`config.mk`:
```
export PLATFORM = sky130hd
export DESIGN_NAME = line_select_driver
export DESIGN_NICKNAME = d
export VERILOG_FILES = /design/src/hdl/line_select_pkg.sv /design/src/hdl/section_bus_if.sv /design/src/hdl/line_select_driver.sv /design/src/hdl/section_decoder.sv
export VERILOG_INCLUDE_DIRS = /design/src /design/src/hdl
export SDC_FILE = /design/constraint.sdc
export NUM_CORES = 1
export LEC_CHECK = 0
export ABC_AREA = 0
export BUFFER_PORTS_ARGS = -buffer_cell sky130_fd_sc_hd__buf_2
export CORE_ASPECT_RATIO = 1.25
export CORE_MARGIN = 2
export CORE_UTILIZATION = 55
export DETAILED_ROUTE_END_ITERATION = 10
export PLACE_DENSITY = 0.86
export SLEW_MARGIN = 20
export SYNTH_ARGS = -nofsm -noshare
export SYNTH_HDL_FRONTEND = slang
export SYNTH_SLANG_ARGS = --single-unit
```
`constraint.sdc`:
```
create_clock -name i_ref_clk -period 3.5 [get_ports i_ref_clk]
set_input_delay 0.35 -clock i_ref_clk [delete_from_list [all_inputs] [get_ports i_ref_clk]]
set_output_delay 0.35 -clock i_ref_clk [all_outputs]
set_load 0.02 [all_outputs]
```
`src/hdl/line_select_map.svh`:
```
// constant map for the line select driver
`ifndef LINE_SELECT_MAP_SVH
`define LINE_SELECT_MAP_SVH
`define LS_STAGES 8
`define LS_SECTIONS 4
`define LS_SEL_W 2
`define LS_STAGE_RST 8'h00
`define LS_OUT_IDLE 32'h0000_0000
`define LS_DATA_RST 1'h0
`define LS_SHIFT_CLK_RST 1'h0
`define LS_SEL_RST 2'h3
`define LS_GATE_N_RST 1'h1
`define LS_CODE_ONE 2'h0
`define LS_CODE_TWO 2'h1
`define LS_CODE_THREE 2'h2
`define LS_CODE_FOUR 2'h3
`define LS_SEC_ONE 32'h0
`define LS_SEC_TWO 32'h1
`define LS_SEC_THREE 32'h2
`define LS_SEC_FOUR 32'h3
`endif

```
`src/hdl/line_select_pkg.sv`:
```
// types for the line select driver
package line_select_pkg;
   typedef logic [1:0] sel_code_t;
endpackage : line_select_pkg

```
`src/hdl/section_bus_if.sv`:
```
// interface between the shift register core and the section decoder
`timescale 1ns/1ps
interface section_bus_if #(parameter int STAGES = 8, parameter int SECTIONS = 4);
   logic [STAGES-1:0] pattern;
   logic [1:0] sel;
   logic gate_n;
   logic [SECTIONS*STAGES-1:0] outputs;
   modport core (output pattern, output sel, output gate_n, input outputs);
   modport decoder (input pattern, input sel, input gate_n, output outputs);
endinterface : section_bus_if

```
`src/hdl/line_select_driver.sv`:
```
// line select driver top: serial register, pin synchronisers and section outputs
`timescale 1ns/1ps
`include "line_select_map.svh"
module line_select_driver
   import line_select_pkg::*;
#(
   parameter int STAGES = `LS_STAGES,
   parameter int SECTIONS = `LS_SECTIONS
)
(
   input wire logic i_ref_clk,
   input wire logic i_rstn,
   input wire logic i_ce,
   input wire logic i_serial_data,
   input wire logic i_shift_clk,
   input wire logic i_section_select_low,
   input wire logic i_section_select_high,
   input wire logic i_output_gate_n,
   output logic [SECTIONS*STAGES-1:0] o_section_output
);
   // ----------------------------------------------------------------
   // pin synchronisers
   // ----------------------------------------------------------------
   logic data_meta_r;
   logic data_sync_r;
   logic shift_clk_meta_r;
   logic shift_clk_sync_r;
   logic shift_clk_d_r;
   sel_code_t sel_meta_r;
   sel_code_t sel_sync_r;
   logic gate_n_meta_r;
   logic gate_n_sync_r;
   logic shift_edge;
   logic [STAGES-1:0] stage_r;

   // serial data pin, two flops
   always_ff @(posedge i_ref_clk or negedge i_rstn)
   begin
      if (!i_rstn)
      begin
         data_meta_r <= `LS_DATA_RST;
         data_sync_r <= `LS_DATA_RST;
      end
      else if (i_ce)
      begin
         data_meta_r <= i_serial_data;
         data_sync_r <= data_meta_r;
      end
   end

   // shift clock pin, two flops
   always_ff @(posedge i_ref_clk or negedge i_rstn)
   begin
      if (!i_rstn)
      begin
         shift_clk_meta_r <= `LS_SHIFT_CLK_RST;
         shift_clk_sync_r <= `LS_SHIFT_CLK_RST;
      end
      else if (i_ce)
      begin
         shift_clk_meta_r <= i_shift_clk;
         shift_clk_sync_r <= shift_clk_meta_r;
      end
   end

   // select pins, two flops
   always_ff @(posedge i_ref_clk or negedge i_rstn)
   begin
      if (!i_rstn)
      begin
         sel_meta_r <= `LS_SEL_RST;
         sel_sync_r <= `LS_SEL_RST;
      end
      else if (i_ce)
      begin
         sel_meta_r <= {i_section_select_high, i_section_select_low};
         sel_sync_r <= sel_meta_r;
      end
   end

   // strobe pin, two flops, rests high
   always_ff @(posedge i_ref_clk or negedge i_rstn)
   begin
      if (!i_rstn)
      begin
         gate_n_meta_r <= `LS_GATE_N_RST;
         gate_n_sync_r <= `LS_GATE_N_RST;
      end
      else if (i_ce)
      begin
         gate_n_meta_r <= i_output_gate_n;
         gate_n_sync_r <= gate_n_meta_r;
      end
   end

   // ----------------------------------------------------------------
   // shift clock edge detect
   // ----------------------------------------------------------------
   always_ff @(posedge i_ref_clk or negedge i_rstn)
   begin
      if (!i_rstn)
      begin
         shift_clk_d_r <= `LS_SHIFT_CLK_RST;
      end
      else if (i_ce)
      begin
         shift_clk_d_r <= shift_clk_sync_r;
      end
   end

   assign shift_edge = shift_clk_sync_r && !shift_clk_d_r;

   // ----------------------------------------------------------------
   // serial register
   // ----------------------------------------------------------------
   always_ff @(posedge i_ref_clk or negedge i_rstn)
   begin
      if (!i_rstn)
      begin
         stage_r <= `LS_STAGE_RST;
      end
      else if (i_ce && shift_edge)
      begin
         stage_r <= {stage_r[STAGES-2:0], ~data_sync_r};
      end
   end

   // ----------------------------------------------------------------
   // section decode
   // ----------------------------------------------------------------
   section_bus_if #(.STAGES(STAGES), .SECTIONS(SECTIONS)) bus ();

   assign bus.pattern = stage_r;
   assign bus.sel = sel_sync_r;
   assign bus.gate_n = gate_n_sync_r;

   section_decoder #(.STAGES(STAGES), .SECTIONS(SECTIONS)) u_dec (
      .i_ref_clk(i_ref_clk),
      .i_rstn(i_rstn),
      .i_ce(i_ce),
      .bus(bus.decoder)
   );

   assign o_section_output = bus.outputs;

   // ----------------------------------------------------------------
   // assertions
   // ----------------------------------------------------------------
   load_invert_a: assert property (@(posedge i_ref_clk) disable iff (!i_rstn)
      i_ce && shift_edge |=> stage_r[0] == !$past(data_sync_r))
      else $error("stage one not inverted data");

   shift_move_a: assert property (@(posedge i_ref_clk) disable iff (!i_rstn)
      i_ce && shift_edge |=> stage_r[STAGES-1:1] == $past(stage_r[STAGES-2:0]))
      else $error("register did not shift");

   shift_once_a: assert property (@(posedge i_ref_clk) disable iff (!i_rstn)
      i_ce && shift_edge |=> !shift_edge)
      else $error("one clock edge shifted twice");

   hold_stage_a: assert property (@(posedge i_ref_clk) disable iff (!i_rstn)
      !(i_ce && shift_edge) |=> $stable(stage_r))
      else $error("register changed without edge");

   strobe_keep_a: assert property (@(posedge i_ref_clk) disable iff (!i_rstn)
      !gate_n_sync_r && !(i_ce && shift_edge) |=> $stable(stage_r))
      else $error("register changed during strobe");

   ce_freeze_a: assert property (@(posedge i_ref_clk) disable iff (!i_rstn)
      !i_ce |=> $stable(stage_r) && $stable(o_section_output) && $stable(shift_clk_d_r))
      else $error("state moved while clock enable low");

   pin_gate_a: assert property (@(posedge i_ref_clk) disable iff (!i_rstn)
      i_ce && gate_n_sync_r |=> o_section_output == '0)
      else $error("outputs high while strobe high");

   route_one_a: assert property (@(posedge i_ref_clk) disable iff (!i_rstn)
      i_ce && !gate_n_sync_r && sel_sync_r == `LS_CODE_ONE
      |=> o_section_output[`LS_SEC_ONE*STAGES +: STAGES] == $past(stage_r))
      else $error("section one does not follow register");

   route_two_a: assert property (@(posedge i_ref_clk) disable iff (!i_rstn)
      i_ce && !gate_n_sync_r && sel_sync_r == `LS_CODE_TWO
      |=> o_section_output[`LS_SEC_TWO*STAGES +: STAGES] == $past(stage_r))
      else $error("section two does not follow register");

   route_three_a: assert property (@(posedge i_ref_clk) disable iff (!i_rstn)
      i_ce && !gate_n_sync_r && sel_sync_r == `LS_CODE_THREE
      |=> o_section_output[`LS_SEC_THREE*STAGES +: STAGES] == $past(stage_r))
      else $error("section three does not follow register");

   route_four_a: assert property (@(posedge i_ref_clk) disable iff (!i_rstn)
      i_ce && !gate_n_sync_r && sel_sync_r == `LS_CODE_FOUR
      |=> o_section_output[`LS_SEC_FOUR*STAGES +: STAGES] == $past(stage_r))
      else $error("section four does not follow register");

   blank_two_a: assert property (@(posedge i_ref_clk) disable iff (!i_rstn)
      i_ce && !gate_n_sync_r && sel_sync_r == `LS_CODE_TWO
      |=> o_section_output[`LS_SEC_ONE*STAGES +: STAGES] == '0
      && o_section_output[`LS_SEC_THREE*STAGES +: STAGES] == '0
      && o_section_output[`LS_SEC_FOUR*STAGES +: STAGES] == '0)
      else $error("unselected section driven");

   blank_three_a: assert property (@(posedge i_ref_clk) disable iff (!i_rstn)
      i_ce && !gate_n_sync_r && sel_sync_r == `LS_CODE_THREE
      |=> o_section_output[`LS_SEC_ONE*STAGES +: STAGES] == '0
      && o_section_output[`LS_SEC_TWO*STAGES +: STAGES] == '0
      && o_section_output[`LS_SEC_FOUR*STAGES +: STAGES] == '0)
      else $error("unselected section driven");

   blank_four_a: assert property (@(posedge i_ref_clk) disable iff (!i_rstn)
      i_ce && !gate_n_sync_r && sel_sync_r == `LS_CODE_FOUR
      |=> o_section_output[`LS_SEC_ONE*STAGES +: STAGES] == '0
      && o_section_output[`LS_SEC_TWO*STAGES +: STAGES] == '0
      && o_section_output[`LS_SEC_THREE*STAGES +: STAGES] == '0)
      else $error("unselected section driven");
endmodule : line_select_driver

```
`src/hdl/section_decoder.sv`:
```
// two-to-four section decoder gated by the output strobe
`timescale 1ns/1ps
`include "line_select_map.svh"
module section_decoder
   import line_select_pkg::*;
#(
   parameter int STAGES = `LS_STAGES,
   parameter int SECTIONS = `LS_SECTIONS
)
(
   input wire logic i_ref_clk,
   input wire logic i_rstn,
   input wire logic i_ce,
   section_bus_if.decoder bus
);
   logic [SECTIONS*STAGES-1:0] out_r;
   logic [SECTIONS*STAGES-1:0] out_nxt;

   always_comb
   begin
      out_nxt = '0;
      if (!bus.gate_n)
      begin
         for (int s = 0; s < SECTIONS; s++)
         begin
            if (bus.sel == s[1:0])
            begin
               out_nxt[s*STAGES +: STAGES] = bus.pattern;
            end
         end
      end
   end

   always_ff @(posedge i_ref_clk or negedge i_rstn)
   begin
      if (!i_rstn)
      begin
         out_r <= `LS_OUT_IDLE;
      end
      else if (i_ce)
      begin
         out_r <= out_nxt;
      end
   end

   assign bus.outputs = out_r;

   gate_rest_a: assert property (@(posedge i_ref_clk) disable iff (!i_rstn)
      i_ce && bus.gate_n |=> out_r == '0)
      else $error("outputs high while strobe high");
   unsel_low_a: assert property (@(posedge i_ref_clk) disable iff (!i_rstn)
      i_ce && !bus.gate_n && bus.sel == 2'h0 |=> out_r[SECTIONS*STAGES-1:STAGES] == '0)
      else $error("unselected section driven");
   sel_route_a: assert property (@(posedge i_ref_clk) disable iff (!i_rstn)
      i_ce && !bus.gate_n && bus.sel == 2'h3
      |=> out_r[3*STAGES +: STAGES] == $past(bus.pattern))
      else $error("selected section does not follow register");
endmodule : section_decoder

```
### After elaboration in Yosys (flattened, before gate mapping)

Cells that the tools add are included.

* reductions and logical operators: 4
* bitwise operators: 1
* multiplexer cells: 5
* equality and inequality tests: 3

Operators by type and width (count)
* two-way mux 32 bit: 1
* two-way mux 8 bit: 4
* == test 2 bit, second input constant: 2
* == test 2 x 1 -> 1 bit, second input constant: 1
* logical AND 1 bit: 2
* logical NOT 2 bit: 1
* logical NOT 1 bit: 1
* NOT 1 bit: 1

* register bits: 51
* input bits: 8
* word-level logic and storage cells: 24
* output and inout bits: 32

### Logic depth before layout (Yosys ltp)

* depth after elaboration: 3
* depth in mapped cells: 3
* gate-level depth less buffers: 2

### By module

A second synthesis with hierarchy kept.

* cell total of the unflattened synthesis: 156
* area, all modules: 2105.8 µm²

Modules (own cells, without submodules)
* section_decoder: sequential area each 800.8 µm², cells each 115, instances 1, area each 1378.8 µm²
* line_select_driver: sequential area each 483.0 µm², cells each 41, instances 1, area each 726.9 µm²

### Least setup slack after synthesis

Ideal clock, no wire load.

* path kind: input -> register
* from: in i_ce
* to: reg data_meta_r
* library setup time: 125 ps
* required time: 3375 ps
* stages on the path: 3
* arrival time: 985 ps
* path buffers: 2
* setup slack: 2390 ps
* path through: buf_4 > buf_4 > mux2_2

RTL lines
* start: declaration: RTL line line_select_driver.sv:13 `input wire logic i_ce,`
* end signal: assignment: RTL line line_select_driver.sv:41 `` data_meta_r <= `LS_DATA_RST; ``
* end signal: assignment: RTL line line_select_driver.sv:46 `data_meta_r <= i_serial_data;`
* end: declaration: RTL line line_select_driver.sv:24 `logic data_meta_r;`

No word-level cell between the ends.

### Worst setup path in the final report

* from: in i_ce
* to: reg gate_n_sync_r, in the netlist bus.gate_n

RTL lines
* end signal: assignment: RTL line line_select_driver.sv:87 `` gate_n_sync_r <= `LS_GATE_N_RST; ``
* end signal: assignment: RTL line line_select_driver.sv:92 `gate_n_sync_r <= gate_n_meta_r;`
* end: declaration: RTL line line_select_driver.sv:32 `logic gate_n_sync_r;`

No word-level cell between the ends.

==> metrics.cfg <==
[outcome]
status = completed

[place]
dpl_cell_area_sq_um = 2330
port_buffers = 39
gp_congestion = 0.802
dpl_worst_slack_ns = 1.67
dpl.hpwl_microns = 2650

[setup_path]
critPathLaunch = i_ce
r2r_cells = 2
reg2reg_setup_slack_ns = 2.16
endpoint_kind = flip-flop
crit_fanout = 45
reg2reg_to = u_dec.bus.outputs[19]
required_ns = 3.73
reg2reg_from = bus.sel[1]
worstSetupStartpointType = input port
critPathKind = input port to flip-flop
worstPathArrival_ns = 1.76

[floorplan]
die_area_sq_um = 4380
num_rows = 25
die_x_microns = 59.6
ios = 40
die_h_microns = 73.5
start_util = 0.567
core_sq_um = 3750

[yosys]
synth_seq_cells = 51
syn_area_sq_um = 2130
synth-edff-count = 0
netlist.area_leader.share = 0.529
netlist_top_cells_area = dfrtp_1 (53%), a31o_2 (13%), nor2b_1 (12%)
ys_warn_count = 0
synthCells = 159
synth_top_family_by_area = simple AND/OR/NAND/NOR gates
synth.largest_area_cell = dfrtp_1
synth_fa_ha_area_frac = 0
synth.yosys.seq_area_share = 0.604
synthFlopType = dfrtp_1
synth_nets = 167
synth_compound_gate_area_share = 0.132
synthTopCellsByCount = dfrtp_1 (45), nor2b_1 (42), a31o_2 (31)
synth.mux.area_fraction = 0.100
yosysUniqueCellTypes = 15
yosysMostFrequentCell = dfrtp_1
synth_xor_xnor_area_share = 0
ys_async_sr_fraction = 1.00
avgSynthCellArea_sq_um = 13.4
synth-simple-area-share = 0.138

[grt]
grt_pass1_vias = 1270
grt_max_degree = 52
antenna_found_initial = 0
grt_usage = 0.189
grt_pass1_wl_microns = 6060
overflow = 0

[clock_network]
clk_pin_slew_ns = 0.09
clock_path_buffers = 2
cts_setup_buffers = 0
htree_num_levels = 2
insertion_delay_ns = 0.30
root_buffer = clkbuf_8
hold_buffers = 0
cts_tree = done
cts_resized = 0
cts_buffers = 5
cts.sinks = 51

[layout]
fin_area_sq_um = 2410
area_growth_pct = 13.5
post-route-util = 0.643
nets = 203
drive_gt1_frac = 0.526
antennaDiodeCount = 0

[sta]
slew_headroom = 0.481
fin_crit_sh = 0.439
setup-violations-final = 0
min_period_ns = 1.54
tns_ns = 0
rsz0062_at_grt = false
maxSlewViolCount = 0
fmax_mhz = 651
tightest_slew_ns = 0.778
hold_violations = 0
fin_ws_ns = 1.96
finalClockSkew_ns = 0.00830

[run]
drv_cap = 0

[routing]
via_per_inst = 5.69
drc_errors = 0
vias = 1344
wl_microns = 3790
final_antenna_net_count = 0
wl_per_cell_microns = 16.1
dr.pass1.iters = 4
first_iter_violations = 45

[power]
p_leak_nw = 1.21
power_density_nw_per_um2 = 607
peakVddDrop_mv = 0.403

[min_path]
holdCritPathClass = input port to asynchronous set/reset pin

==> state kept, by name, summed over array words and instances (netlist names) <==
| signal | cells |
|---|---|
| u_dec.bus.outputs | 32 |
| bus.pattern | 8 |
| bus.sel | 2 |
| sel_meta_r | 2 |
| bus.gate_n | 1 |
| data_meta_r | 1 |
| data_sync_r | 1 |
| gate_n_meta_r | 1 |
| shift_clk_d_r | 1 |
| shift_clk_meta_r | 1 |
| shift_clk_sync_r | 1 |
==> placed cells by master (no fill, tap or decap) <==
cell | Yosys | layout
clkbuf_8 | 0 | 5
clkbuf_1 | 4 | 1
nand3b_4 | 1 | 1
and2_1 | 1 | 1
buf_4 | 2 | 2
dfrtp_1 | 45 | 45
buf_2 | 4 | 38
inv_1 | 1 | 1
clkinvlp_4 | 0 | 1
mux2_2 | 18 | 18
mux2i_1 | 1 | 1
a31o_2 | 31 | 31
clkinv_2 | 0 | 1
nor2b_1 | 42 | 42
dfstp_2 | 6 | 6
a31o_1 | 1 | 1
nor2_1 | 1 | 1
==> routing by layer <==
| layer | GRT usage | vias to the layer above | wire, microns |
|---|---|---|---|
| li1 | - | 628 | - |
| met5 | 0 | - | 0 |
| met2 | 0.306 | 35 | 1940 |
| met3 | 0.0581 | 4 | 163 |
| met1 | 0.246 | 677 | 1640 |
| met4 | 0.0519 | 0 | 44 |
==> power by group <==
group	internal (mW)	switching, mW
sequential	0.704	0.0638
clock	0.140	0.183
combinational	0.166	0.208
total	1.01	0.455
==> area by class of cell <==
class	count	area, sq um
clock buffers	6	72.6
clock inverters	2	12.5
fillers	291	1340
inverters	1	3.75
multi-input cells	96	786
flip-flops and latches	51	1280
well taps	40	50.0
repair buffers	40	205
==> worst max-delay path, cell delays in order <==
cell,delay [ns]
buf_2,0.59
buf_4,0.43
mux2_2,0.38
==> cell families (layout without fill, tap and decap cells) <==
| kind of cell | count (synthesis) | in the layout |
|---|---|---|
| flops | 51 | 51 |
| buf+inv | 12 | 49 |
| simple gates | 45 | 45 |
| mux | 19 | 19 |
| compound gates | 32 | 32 |
==> worst max path at each step <==
stage / endpoint / slack, ns / cells after the start
final: bus.gate_n / 1.96 / 3
after global routing: bus.gate_n / 1.90 / 3
after CTS: bus.gate_n / 1.98 / 3
after detailed placement: bus.gate_n / 1.67 / 3
after global placement: bus.gate_n / 1.74 / 3
after floorplan: data_meta_r / 2.39 / 3
==> metrics by stage <==
| step | total power, mW | hold WS (ns) | cells |
|---|---|---|---|
| 2_1_floorplan | 1.03 | 0.0544 | 159 |
| 3_3_place_gp | 1.14 | 0.437 | 228 |
| 3_5_place_dp | 1.16 | 0.438 | 228 |
| 4_1_cts | 1.48 | 0.272 | 236 |
| 5_1_grt | 1.54 | 0.0985 | 236 |
| 6_report | 1.46 | 0.0611 | 236 |
No activity file was read; power rests on OpenSTA's default activity.
